**src/logic/sdic_regs.vh**
```
// register offsets, field positions and reset values of the serial/dma interrupt chain
// assumes a plain 8-bit register address and 16-bit register data
`ifndef SDIC_REGS_VH
`define SDIC_REGS_VH

// register offsets
`define SDIC_CTRL 8'h00
`define SDIC_SVEC 8'h01
`define SDIC_DVEC 8'h02
`define SDIC_DMA_EN 8'h03
`define SDIC_DMA_STAT 8'h04
`define SDIC_RXS_ARM 8'h05
`define SDIC_RXS_STAT 8'h06
`define SDIC_TXS_ARM 8'h07
`define SDIC_TXS_STAT 8'h08
`define SDIC_IO_ARM 8'h09
`define SDIC_IO_EDGE 8'h0A
`define SDIC_IO_STAT 8'h0B
`define SDIC_DEV_ARM 8'h0C
`define SDIC_DEV_STAT 8'h0D
`define SDIC_RX_THR 8'h0E
`define SDIC_TX_THR 8'h0F
`define SDIC_TYPE_EN 8'h10
`define SDIC_PENDING 8'h11
`define SDIC_INSVC 8'h12

// control fields
`define SDIC_CTRL_SME 0
`define SDIC_CTRL_DME 1

// type indices, lower index wins
`define SDIC_T_DMA 0
`define SDIC_T_RXS 1
`define SDIC_T_RXD 2
`define SDIC_T_TXS 3
`define SDIC_T_TXD 4
`define SDIC_T_IOS 5
`define SDIC_T_DEV 6
`define SDIC_NTYPE 7

// vector field replaced by the type code, or by channel and source for dma
`define SDIC_VEC_CODE_LSB 1

// reset values
`define SDIC_RST_VEC 8'h00
`define SDIC_RST_ZERO 16'h0000

`endif

```
**src/logic/sdic_top.v**
```verilog
// interrupt collector and daisy-chain end of a dual-channel dma plus serial controller
// assumes event inputs are one-cycle pulses synchronous to core_clk and a cpu-driven ack cycle
//
// Behaviour
// - winning acknowledge returns vector with 3-bit code
// - separate vectors for serial channel and dma
// - four enabled dma sources per channel
// - dma master enable gates all dma requests
// - six serial types with pending, service, enable
// - type enable and per-source arm both needed, rxd and txd need type enable only
// - serial master enable gates all serial requests
// - only requesting device with chain-in high answers
// - in-service bit blocks lower-priority requests
// - in-service set at ack when chain-in high
// - six armed receive status sources
// - receive data when fill exceeds threshold
// - six armed transmit status sources
// - transmit data when level below threshold
// - six pins, armed, selectable edge detection
// - pin edges seen whatever the pin function
// - four enabled device status sources
//
// Decided for this implementation: the plain strobed port and the register addresses.
`include "sdic_regs.vh"

module sdic_top #(
   parameter LVL_W = 6 // fifo level width, 32-deep fifos
) (
   input wire core_clk,
   input wire rst_n,
   // register port
   input wire [7:0] reg_addr,
   input wire [15:0] reg_wdata,
   input wire reg_wr,
   input wire reg_rd,
   output reg [15:0] reg_rdata,
   // dma events, one-cycle pulses: bit0 end of array/link, 1 end of buffer, 2 hw abort, 3 sw abort
   input wire [3:0] dma_rx_evt,
   input wire [3:0] dma_tx_evt,
   // receive status: hunt exit, idle, break/abort, code viol/eot/eom, parity/abort, overrun
   input wire [5:0] rxs_evt,
   // transmit status: preamble, idle, abort, eof/eom, crc, underrun
   input wire [5:0] txs_evt,
   input wire [LVL_W-1:0] rx_fifo_level,
   input wire [LVL_W-1:0] tx_fifo_level,
   // monitored pin levels, sampled regardless of pin function
   input wire rx_clock_pin,
   input wire tx_clock_pin,
   input wire rx_dma_request_pin,
   input wire tx_dma_request_pin,
   input wire carrier_detect_pin,
   input wire clear_to_send_pin,
   // device status: rx count underflow, phase lock sync, rate gen 1 zero, rate gen 0 zero
   input wire [3:0] dev_evt,
   // daisy chain; vec_oe qualifies vec_data, the vector means nothing while it is low
   output wire irq_n,
   input wire irq_ack_n,
   input wire chain_priority_in,
   output wire chain_priority_out,
   output reg [7:0] vec_data,
   output wire vec_oe
);

   // shared helpers

   // sticky update: hardware set wins over a write-one clear
   // clr_en is a decoded write strobe, wd picks the bits to clear
   function [15:0] sdic_sticky;
      input [15:0] cur;
      input [15:0] set;
      input clr_en;
      input [15:0] wd;
      begin
         sdic_sticky = (cur & ~(clr_en ? wd : 16'h0000)) | set;
      end
   endfunction

   // index of the lowest set bit, lowest index has highest priority
   // an empty vector gives zero, so callers qualify it with a live request
   function [2:0] sdic_first;
      input [7:0] v;
      integer k;
      begin
         sdic_first = 3'h0;
         for (k = 7; k >= 0; k = k - 1) begin
            if (v[k]) begin
               sdic_first = k[2:0];
            end
         end
      end
   endfunction

   // write strobe decode
   // shared by every write-one-clear register and the in-service bits
   function sdic_wr_hit;
      input [7:0] a;
      input [7:0] off;
      input wr;
      begin
         sdic_wr_hit = wr && (a == off);
      end
   endfunction

   // priority runs dma first, then the six serial types in index order
   // a type in service holds off itself and every type below it, so a
   // nested request only gets through from a higher type
   // vector layout: bits 7:4 and 0 from the base, bits 3:1 carry the code
   // limitation: one code per acknowledge, software reads status for the rest
   // trade-off: the code names the type only, not the source inside it,
   // except for dma where channel and source fit in the three code bits

   // registers
   reg [1:0] ctrl_q; // master enables: serial, dma
   reg [7:0] svec_q; // serial vector base
   reg [7:0] dvec_q; // dma vector base
   reg [7:0] dma_en_q; // rx in [3:0], tx in [7:4]
   reg [7:0] dma_stat_q; // sticky dma events
   reg [5:0] rxs_arm_q;
   reg [5:0] rxs_stat_q;
   reg [5:0] txs_arm_q;
   reg [5:0] txs_stat_q;
   reg [5:0] io_arm_q;
   reg [11:0] io_edge_q; // two bits a pin: rising, falling
   reg [5:0] io_stat_q;
   reg [3:0] dev_arm_q;
   reg [3:0] dev_stat_q;
   reg [LVL_W-1:0] rx_fill_threshold_reg;
   reg [LVL_W-1:0] tx_drain_threshold_reg;
   reg [6:0] type_enable; // bit per type, dma included
   reg [6:0] in_service_flag;
   reg [5:0] pin_prev_q; // last pin levels
   reg ack_prev_q; // ack level last cycle
   reg ack_win_q; // this device owns the ack cycle
   reg irq_req_q; // registered request

   // combinational
   wire [5:0] pins;
   wire [5:0] pin_rise;
   wire [5:0] pin_fall;
   reg [5:0] io_hit;
   reg [6:0] pending_flag;
   reg [6:0] req;
   reg [6:0] blocked;
   wire serial_master_enable;
   wire dma_master_enable;
   wire ack_start;
   wire [2:0] win_type;
   wire [2:0] dma_code;
   wire [7:0] dma_set; // rx sources in 3:0, tx in 7:4
   // next values of the sticky registers before slicing to width
   wire [15:0] insvc_nxt;
   wire [15:0] rxs_nxt;
   wire [15:0] txs_nxt;
   wire [15:0] io_nxt;
   wire [15:0] dev_nxt;
   integer i; // edge loop
   integer j; // request loop

   assign serial_master_enable = ctrl_q[`SDIC_CTRL_SME];
   assign dma_master_enable = ctrl_q[`SDIC_CTRL_DME];

   // pin edges come straight from the pins, so pin mode cannot hide them
   // history loads from the pins during reset, so a pin resting high
   // gives no false edge on the first cycle after release
   // limitation: an edge shorter than one core_clk cycle may be missed
   assign pins = {clear_to_send_pin, carrier_detect_pin, tx_dma_request_pin,
                  rx_dma_request_pin, tx_clock_pin, rx_clock_pin};
   assign pin_rise = pins & ~pin_prev_q;
   assign pin_fall = ~pins & pin_prev_q;

   // per-pin edge choice: rising, falling or both
   // bit 2i picks rising, bit 2i+1 falling; both set reports either
   always @* begin
      for (i = 0; i < 6; i = i + 1) begin
         io_hit[i] = (pin_rise[i] & io_edge_q[2*i]) | (pin_fall[i] & io_edge_q[2*i+1]);
      end
   end

   assign dma_set = {dma_tx_evt, dma_rx_evt};

   // pending per type; arms and source enables gate contribution
   // rxd and txd follow the fifo levels directly and are not sticky,
   // they drop by themselves once the fifo moves back across the threshold
   // a level exactly at the threshold requests neither
   always @* begin
      pending_flag[`SDIC_T_DMA] = |(dma_stat_q & dma_en_q);
      pending_flag[`SDIC_T_RXS] = |(rxs_stat_q & rxs_arm_q);
      pending_flag[`SDIC_T_RXD] = rx_fifo_level > rx_fill_threshold_reg;
      pending_flag[`SDIC_T_TXS] = |(txs_stat_q & txs_arm_q);
      pending_flag[`SDIC_T_TXD] = tx_fifo_level < tx_drain_threshold_reg;
      pending_flag[`SDIC_T_IOS] = |(io_stat_q & io_arm_q);
      pending_flag[`SDIC_T_DEV] = |(dev_stat_q & dev_arm_q);
   end

   // requests: type enable, master enables, and service blocking
   // the request is registered once, so irq_n is free of glitches and the
   // ack edge judges the same request that the chain has already seen
   always @* begin
      for (j = 0; j < 7; j = j + 1) begin
         // any type in service at equal or higher priority blocks this one
         blocked[j] = |({1'b0, in_service_flag} & ((8'h02 << j) - 8'h01));
         req[j] = pending_flag[j] & type_enable[j] & ~blocked[j];
      end
      req[`SDIC_T_DMA] = req[`SDIC_T_DMA] & dma_master_enable;
      req[6:1] = req[6:1] & {6{serial_master_enable}};
   end

   assign win_type = sdic_first({1'b0, req});
   // dma code names channel and first source, {tx, source}
   // tx sources sit above the rx ones, so rx wins when both are set
   assign dma_code = sdic_first(dma_stat_q & dma_en_q);

   // next values of the sticky registers; a write-one clear loses to a set
   assign insvc_nxt = sdic_sticky({9'h000, in_service_flag}, 16'h0000,
      sdic_wr_hit(reg_addr, `SDIC_INSVC, reg_wr), reg_wdata);
   assign rxs_nxt = sdic_sticky({10'h000, rxs_stat_q}, {10'h000, rxs_evt},
      sdic_wr_hit(reg_addr, `SDIC_RXS_STAT, reg_wr), reg_wdata);
   assign txs_nxt = sdic_sticky({10'h000, txs_stat_q}, {10'h000, txs_evt},
      sdic_wr_hit(reg_addr, `SDIC_TXS_STAT, reg_wr), reg_wdata);
   assign io_nxt = sdic_sticky({10'h000, io_stat_q}, {10'h000, io_hit},
      sdic_wr_hit(reg_addr, `SDIC_IO_STAT, reg_wr), reg_wdata);
   assign dev_nxt = sdic_sticky({12'h000, dev_stat_q}, {12'h000, dev_evt},
      sdic_wr_hit(reg_addr, `SDIC_DEV_STAT, reg_wr), reg_wdata);

   // first cycle of an ack cycle
   assign ack_start = ~irq_ack_n & ack_prev_q;

   // chain outputs
   // chain_priority_out is combinational so the inhibit ripples down the
   // chain in the same cycle as it arrives from upstream
   assign irq_n = ~irq_req_q;
   // inhibit downstream while requesting or in service
   assign chain_priority_out = chain_priority_in & ~irq_req_q & ~(|in_service_flag);
   // drive vector only while we own the ack
   assign vec_oe = ack_win_q & ~irq_ack_n;

   // chain state, vector latch and in-service bits
   // ack start is the first low cycle of irq_ack_n; one win per low period
   // trade-off: the vector is latched at that edge and held, so the bus sees
   // a stable value for the whole ack even if a new event arrives meanwhile
   always @(posedge core_clk) begin
      if (!rst_n) begin
         ack_prev_q <= 1'b1;
         ack_win_q <= 1'b0;
         irq_req_q <= 1'b0;
         vec_data <= `SDIC_RST_VEC;
         in_service_flag <= 7'h00;
         pin_prev_q <= pins; // no false edge from a pin resting high
      end else begin
         ack_prev_q <= irq_ack_n;
         pin_prev_q <= pins;
         irq_req_q <= |req;
         if (irq_ack_n) begin
            // ack over, release the bus
            ack_win_q <= 1'b0;
         end
         // write-one clear of in-service lets lower types request again
         in_service_flag <= insvc_nxt[6:0];
         // a refused ack leaves vec_oe low and the old vector in place
         // win only with chain-in high and a live request
         if (ack_start && chain_priority_in && irq_req_q && (|req)) begin
            ack_win_q <= 1'b1;
            in_service_flag[win_type] <= 1'b1;
            if (win_type == `SDIC_T_DMA) begin
               // dma vector, code field replaced
               vec_data <= {dvec_q[7:4], dma_code, dvec_q[0]};
            end else begin
               // serial vector, code is type index minus one
               vec_data <= {svec_q[7:4], win_type - 3'h1, svec_q[0]};
            end
         end
      end
   end

   // sticky status registers; set wins over a write-one clear
   // every event is recorded even while unarmed, so arming later still
   // reports it; the arm and enable bits only gate the pending flags
   // software should clear a status bit before it ends the service
   always @(posedge core_clk) begin
      if (!rst_n) begin
         dma_stat_q <= 8'h00;
         rxs_stat_q <= 6'h00;
         txs_stat_q <= 6'h00;
         io_stat_q <= 6'h00;
         dev_stat_q <= 4'h0;
      end else begin
         dma_stat_q <= sdic_stat8(dma_stat_q, dma_set, `SDIC_DMA_STAT);
         rxs_stat_q <= rxs_nxt[5:0];
         txs_stat_q <= txs_nxt[5:0];
         io_stat_q <= io_nxt[5:0];
         dev_stat_q <= dev_nxt[3:0];
      end
   end

   // eight-bit sticky wrapper tied to the register port
   // it reads the register port directly, so call it from clocked code only
   function [7:0] sdic_stat8;
      input [7:0] cur;
      input [7:0] set;
      input [7:0] off;
      reg [15:0] r;
      begin
         r = sdic_sticky({8'h00, cur}, {8'h00, set}, sdic_wr_hit(reg_addr, off, reg_wr), reg_wdata);
         sdic_stat8 = r[7:0];
      end
   endfunction

   // software-written control registers
   // status, pending and in-service offsets are not stored here; writes to
   // them either clear bits elsewhere or are ignored
   // unmapped offsets change nothing
   always @(posedge core_clk) begin
      if (!rst_n) begin
         ctrl_q <= 2'b00;
         svec_q <= `SDIC_RST_VEC;
         dvec_q <= `SDIC_RST_VEC;
         dma_en_q <= 8'h00;
         rxs_arm_q <= 6'h00;
         txs_arm_q <= 6'h00;
         io_arm_q <= 6'h00;
         io_edge_q <= 12'h000;
         dev_arm_q <= 4'h0;
         rx_fill_threshold_reg <= {LVL_W{1'b0}};
         tx_drain_threshold_reg <= {LVL_W{1'b0}};
         type_enable <= 7'h00;
      end else if (reg_wr) begin
         case (reg_addr)
            `SDIC_CTRL: ctrl_q <= reg_wdata[1:0];
            `SDIC_SVEC: svec_q <= reg_wdata[7:0];
            `SDIC_DVEC: dvec_q <= reg_wdata[7:0];
            `SDIC_DMA_EN: dma_en_q <= reg_wdata[7:0];
            `SDIC_RXS_ARM: rxs_arm_q <= reg_wdata[5:0];
            `SDIC_TXS_ARM: txs_arm_q <= reg_wdata[5:0];
            `SDIC_IO_ARM: io_arm_q <= reg_wdata[5:0];
            `SDIC_IO_EDGE: io_edge_q <= reg_wdata[11:0];
            `SDIC_DEV_ARM: dev_arm_q <= reg_wdata[3:0];
            `SDIC_RX_THR: rx_fill_threshold_reg <= reg_wdata[LVL_W-1:0];
            `SDIC_TX_THR: tx_drain_threshold_reg <= reg_wdata[LVL_W-1:0];
            `SDIC_TYPE_EN: type_enable <= reg_wdata[6:0];
            default: ctrl_q <= ctrl_q;
         endcase
      end
   end

   // read data, valid the cycle after the strobe; unmapped reads zero
   // reg_rdata holds its last value between reads, the master only
   // relies on it in the cycle after the read strobe
   // reading a status register does not clear it
   always @(posedge core_clk) begin
      if (!rst_n) begin
         reg_rdata <= `SDIC_RST_ZERO;
      end else if (reg_rd) begin
         case (reg_addr)
            `SDIC_CTRL: reg_rdata <= {14'h0000, ctrl_q};
            `SDIC_SVEC: reg_rdata <= {8'h00, svec_q};
            `SDIC_DVEC: reg_rdata <= {8'h00, dvec_q};
            `SDIC_DMA_EN: reg_rdata <= {8'h00, dma_en_q};
            `SDIC_DMA_STAT: reg_rdata <= {8'h00, dma_stat_q};
            `SDIC_RXS_ARM: reg_rdata <= {10'h000, rxs_arm_q};
            `SDIC_RXS_STAT: reg_rdata <= {10'h000, rxs_stat_q};
            `SDIC_TXS_ARM: reg_rdata <= {10'h000, txs_arm_q};
            `SDIC_TXS_STAT: reg_rdata <= {10'h000, txs_stat_q};
            `SDIC_IO_ARM: reg_rdata <= {10'h000, io_arm_q};
            `SDIC_IO_EDGE: reg_rdata <= {4'h0, io_edge_q};
            `SDIC_IO_STAT: reg_rdata <= {10'h000, io_stat_q};
            `SDIC_DEV_ARM: reg_rdata <= {12'h000, dev_arm_q};
            `SDIC_DEV_STAT: reg_rdata <= {12'h000, dev_stat_q};
            `SDIC_RX_THR: reg_rdata <= {{(16-LVL_W){1'b0}}, rx_fill_threshold_reg};
            `SDIC_TX_THR: reg_rdata <= {{(16-LVL_W){1'b0}}, tx_drain_threshold_reg};
            `SDIC_TYPE_EN: reg_rdata <= {9'h000, type_enable};
            `SDIC_PENDING: reg_rdata <= {9'h000, pending_flag};
            `SDIC_INSVC: reg_rdata <= {9'h000, in_service_flag};
            default: reg_rdata <= `SDIC_RST_ZERO;
         endcase
      end
   end

endmodule

```
**config.mk**
```make
export PLATFORM = sky130hd
export DESIGN_NAME = sdic_top
export DESIGN_NICKNAME = d
export VERILOG_FILES = /design/src/logic/sdic_top.v
export VERILOG_INCLUDE_DIRS = /design/src /design/src/logic
export SDC_FILE = /design/constraint.sdc
export NUM_CORES = 1
export LEC_CHECK = 0
export BUFFER_PORTS_ARGS = -buffer_cell sky130_fd_sc_hd__buf_2
export CORE_MARGIN = 2
export CORE_UTILIZATION = 40
export CTS_CLUSTER_DIAMETER = 200
export DETAILED_ROUTE_END_ITERATION = 8
export GPL_TIMING_DRIVEN = 0
export PLACE_DENSITY_LB_ADDON = 0.2
export SYNTH_ARGS = -nofsm -noshare
export SYNTH_HDL_FRONTEND = slang
export SYNTH_SLANG_ARGS = --single-unit
```
**constraint.sdc**
```tcl
create_clock -name core_clk -period 3 [get_ports core_clk]
set_input_delay 0.75 -clock core_clk [delete_from_list [all_inputs] [get_ports core_clk]]
set_output_delay 0.75 -clock core_clk [all_outputs]
set_load 0.005 [all_outputs]
```
# After elaboration in Yosys (flattened, before gate mapping)
# Index checks and enable logic that the tools add are counted.
[classes] n_addsub=1 order_cmp=4 n_eq_ne=18 n_mux=28 n_bitwise=74 n_reduce_logical=37
[op_table] operator="12-bit case mux with 19 select lines" n=1
[op_table] operator="8-bit by 4-bit equality test with 1-bit output, second input constant" n=8
[op_table] operator="6-bit AND" n=9
[op_table] operator="3-bit 2-to-1 mux" n=15
[op_table] operator="8-bit by 3-bit equality test with 1-bit output, second input constant" n=4
[op_table] operator="1-bit AND" n=31
[op_table] operator="6-bit NOT" n=5
[op_table] operator="8-bit by 5-bit equality test with 1-bit output, second input constant" n=3
[op_table] operator="2-bit AND reduction" n=12
[op_table] operator="6-bit OR reduction" n=4
[op_table] operator="6-bit 2-to-1 mux" n=3
[op_table] operator="6-bit bitwise OR" n=3
[op_table] operator="8-bit AND" n=2
[op_table] operator="8-bit by 2-bit equality test with 1-bit output, second input constant" n=2
[op_table] operator="8-bit 2-to-1 mux" n=2
[op_table] operator="7-bit 2-to-1 mux" n=2
[op_table] operator="7-bit OR reduction" n=2
[op_table] operator="1-bit logical AND" n=10
[op_table] operator="1-bit NOT" n=9
[op_table] operator="4-bit AND" n=2
[op_table] operator="8-bit by 1-bit equality test with 1-bit output, second input constant" n=1
[op_table] operator="8-bit zero test" n=1
[op_table] operator="8-bit NOT" n=1
[op_table] operator="8-bit bitwise OR" n=1
[op_table] operator="21 further kinds" n=29
[word_totals] reg_bits=149 word_cells=186

# Depth between registers and ports, before layout
[logic_depth] ltp_word=18 mapped_depth=14 depth_no_buf=14

# Least setup slack after synthesis
# OpenSTA, ideal clock, no wires.
[synth_timing] path_type="input port to flip-flop" from="input tx_fifo_level[5]" to="register vec_data[5]" setup_ns=0.129 t_arrival_ns=2.822 required_ns=2.871 path_slack_ns=0.049 cell_stages=12 path_buffers=0 cell_sequence="ha_1 a21oi_1 o21a_1 o2111ai_1 a211oi_1 nor2_1 inv_1 ha_1 ha_1 mux2_2 nand2_1 mux2i_1"
[synth_via] elab_chain_len=11 elab_cells_between_ends=13
[synth_lines] element="start: declaration" line_no="sdic_top.v:45" text="input wire [LVL_W-1:0] tx_fifo_level,"
[synth_lines] element="6-bit < comparator *" line_no="sdic_top.v:190" text="pending_flag[`SDIC_T_TXD] = tx_fifo_level < tx_drain_threshold_reg;"
[synth_lines] element="1-bit AND * (2 in series)" line_no="sdic_top.v:202" text="req[j] = pending_flag[j] & type_enable[j] & ~blocked[j];"
[synth_lines] element="6-bit AND *" line_no="sdic_top.v:205" text="req[6:1] = req[6:1] & {6{serial_master_enable}};"
[synth_lines] element="3-bit 2-to-1 mux (5 in series)" line_no="sdic_top.v:86" text="if (v[k]) begin"
[synth_lines] element="3-bit zero test (no line)"
[synth_lines] element="8-bit 2-to-1 mux" line_no="sdic_top.v:264" text="if (win_type == `SDIC_T_DMA) begin"
[synth_lines] element="end signal: assignment" line_no="sdic_top.v:246" text="vec_data <= `SDIC_RST_VEC;"
[synth_lines] element="end signal: assignment" line_no="sdic_top.v:266" text="vec_data <= {dvec_q[7:4], dma_code, dvec_q[0]};"
[synth_lines] element="end signal: assignment" line_no="sdic_top.v:269" text="vec_data <= {svec_q[7:4], win_type - 3'h1, svec_q[0]};"
[synth_lines] element="end: declaration" line_no="sdic_top.v:60" text="output reg [7:0] vec_data,"
# Every way passes the cells marked *; elsewhere a longest branch is shown, timed or not.
# A chain may end at the register's enable or synchronous reset.

# Final worst setup path
[layout_timing] from="input tx_fifo_level[5]" to="register vec_data[0]"
# The elaborated chain is that of the path after synthesis.

==> flow_summary.rst <==
.. list-table::
   :header-rows: 1

   * - Metric
     - Value
   * - Outcome
     - finished, final reports clean
   * - DIE AREA
     - 20000 um2
   * - Routed wirelength normalized by instance count
     - 22.58 um
   * - Final worst clock skew
     - 0.01107 ns
   * - Worst hold slack
     - 0.4371 ns
   * - Number of max-slew violations in the final report
     - 0
   * - Top_reg_cell synth
     - dfxtp_1
   * - Crit Path Max Fanout
     - 5
   * - Core Box Area
     - 18640 um2
   * - Number of register bits inferred by synthesis
     - 145
   * - Total length of routed wires
     - 28360 um
   * - Hold depth
     - 1
   * - CP peak stage delay
     - 0.36 ns
   * - Arrival time of data at the critical path endpoint
     - 3.19 ns
   * - Area Growth Syn to Fin
     - 18.48%
   * - Launching element type of the critical path
     - input pin
   * - Power density normalized to cell area
     - 499.6 nW/um2
   * - Number of synthesized flops with an enable pin
     - 0
   * - Peak supply drop
     - 0.3655 mV
   * - Hold Vio Cnt, Final
     - 0
   * - Top library cells by usage in the layout, fill and taps aside
     - nand2_1, dfxtp_1, buf_2
   * - Reported max-cap violation count
     - 0
   * - Most frequent standard cell in the layout excluding fill and tap cells
     - nand2_1
   * - Number of nets in the layout
     - 1095
   * - Async SR Flop Fraction
     - 0%
   * - Post-synthesis share of cell area spent on and, or, nand and nor gates
     - 27.21%
   * - Ant. Diodes
     - 0
   * - WL met1
     - 12650 um
   * - Worst-Skew Late Latency
     - 0.44 ns
   * - Xor/xnor cell area share of the yosys netlist
     - 0%
   * - Gate family responsible for the most delay along the worst path
     - compound AO/OA/AOI/OAI gates
   * - Core Rows
     - 50
   * - Largest registers
     - io_edge_q x12, reg_rdata x12
   * - Post-synthesis mux area share
     - 4.919%
   * - Minimum setup slack after placement
     - -0.6171 ns
   * - Dominant combinational cell family by area after synthesis
     - simple AND/OR/NAND/NOR gates
   * - Cell at the root of the clock tree
     - clkbuf_16
   * - Met3 Routed Length
     - 2098 um
   * - Relative slew margins
     - 42.23%
   * - Highest attainable clock frequency
     - 348.6 MHz
   * - Slew at the pin closest to its max-slew limit
     - 0.8665 ns
   * - Number of cells on the critical path
     - 13
   * - Leakage power figure
     - 3.277 nW
   * - Netlist Area Pre-Place
     - 7555 um2
   * - Maximum number of pins on one net before global-route repair
     - 17
   * - Clock buffers created by TritonCTS
     - 17
   * - Slowest library cell on the worst path
     - mux2_2
   * - Die boundary width
     - 141.4 um
   * - Clk sink count
     - 145
   * - Data required time at the worst endpoint
     - 3.32 ns
   * - Area after DPL
     - 8274 um2
   * - Unrepaired setup endpoints after global routing
     - false
   * - Buffers plus inverters on the worst setup path
     - 2
   * - Leftover overflow at the end of global routing
     - 0
   * - Average footprint of a synthesized cell
     - 8.366 um2
   * - Starting Density
     - 40.52%
   * - Met2 wire length
     - 12640 um
   * - Period utilization
     - 95.63%
   * - First-pass GRT wire length
     - 42220 um
   * - Number of input and output port buffers inserted
     - 83
   * - Clock transition at path regs
     - 0.06 ns
   * - Final estimated routing congestion in global placement
     - 0.9609
   * - Fraction of the mapped netlist area in compound gates
     - 21.94%
   * - TritonCTS clock tree
     - done
   * - Max H-tree Level
     - 4
   * - Number of primary I/O pins
     - 99
   * - Count of cell types in the netlist
     - 71
   * - First-pass iteration count of the detailed router
     - 8
   * - Clock Tree Buf Depth
     - 2
   * - Iteration-0 DRC Markers
     - 784
   * - Share of layout cells above drive strength 1
     - 17.81%
   * - Yosys warning total
     - 0
   * - Global routing usage summed across all routing layers
     - 28.38%
   * - Height of the die
     - 141.4 um
   * - HPWL after detailed placement
     - 21310 um
   * - Initial antenna violation count
     - 0
   * - Highest layer used for signal routing
     - met4
   * - Final WS setup
     - 0.1312 ns
   * - Critical path start-end classification
     - in2reg
   * - Sort of element at the end of the critical path
     - flip-flop
   * - Via total after detailed routing
     - 7406
   * - Worst r2r path cells
     - 13
   * - Via-per-instance ratio
     - 5.896
   * - Post-synthesis share of cell area spent on full adders, half adders and majority gates
     - 2.319%
   * - Number of standard cells after synthesis
     - 903
   * - Worst hold path class
     - in2reg
   * - Number of buffers inserted by hold repair at cts
     - 0
   * - Number of remaining DRC errors
     - 0
   * - Final instance area
     - 8951 um2
   * - Share of synthesized area occupied by flip-flops and latches
     - 38.42%
   * - Post-layout min period
     - 2.869 ns
   * - Setup-failing EPs final
     - 0
   * - Cell-by-cell listing of the critical path
     - buf_2, ha_1, a21oi_1, o21a_2, o2111ai_4, a211oi_2, nor2_1, inv_1, ha_2, ha_4, mux2_2, nand2_1, mux2i_1
   * - Final ANT Viol Nets
     - 0
   * - Number of global-route vias before repair
     - 6838
## final timing paths
check	startpoint	to	slack, ns
worst max-delay path	tx_fifo_level[5]	vec_data[0]	0.13
worst min-delay path	tx_dma_request_pin	pin_prev_q[3]	0.44
worst max register to register	tx_drain_threshold_reg[5]	vec_data[0]	0.13
worst min register to register	reg_rdata[5]	reg_rdata[5]	0.45
## area by class of cell
class                           instances  area, um2
Fill cell                            1874       9692
Multi-Input combinational cell        680       4353
Sequential cell                       145       2905
Clock buffer                           20      456.7
Timing Repair Buffer                   84      422.9
Buffer                                 65      327.8
Tap cell                              234      292.8
Clock inverter                         12      132.6
Inverter                               16      60.06
## repair_timing
action	CTS	global route
setup endpoints to repair	7	7
setup buffers	0	1
resized for setup	5	12
pin swaps	0	4
## report_power, final
group	internal [mW]	leakage [nW]	switching (mW)
clock network	1.27	0.282	0.889
registers	1.95	1.18	0.0350
logic	0.110	1.82	0.215
## metrics by stage
stage / utilization, % / std cells / power [mW] / TNS, ns
after floorplan: - / 906 / 2.183 / 0
after global placement: 44.38 / 1223 / 2.342 / -4.027
after detailed placement: 44.38 / 1223 / 2.343 / -3.985
after CTS: 47.64 / 1255 / 4.468 / 0
after global routing: 48.01 / 1256 / 4.573 / 0
final: 48.01 / 1256 / 4.472 / 0
## metal layers
| metal | up-vias | GRT usage, % |
|---|---|---|
| met1 | 3553 | 38.51 |
| met3 | 61 | 6.007 |
| met5 | - | 0 |
| met2 | 343 | 43.82 |
| met4 | 0 | 12.05 |
| li1 | 3449 | - |
## logic make-up (layout without fill, tap and decap cells)
| family | after synthesis | in the layout |
|---|---|---|
| compound gates | 231 | 231 |
| fa+ha+maj | 14 | 14 |
| other cells | 1 | 4 |
| flops | 145 | 145 |
| buf+inv | 81 | 197 |
| mux | 36 | 36 |
| simple gates | 395 | 395 |
## synth_stat cells, types with 11 or more instances
library cell	number	area share (%)
nand2_1	162	8.0
dfxtp_1	145	38
nand3_1	82	5.4
a21boi_0	67	6.7
nor2b_1	54	4.5
a22oi_1	45	4.5
a21oi_1	41	2.7
clkbuf_1	37	1.8
mux2i_1	27	3.6
nor2_1	21	1.0
inv_1	16	0.79
o21ai_0	15	0.99
ha_1	14	2.3
buf_2	11	0.73
(Power assumes the default switching activity.)
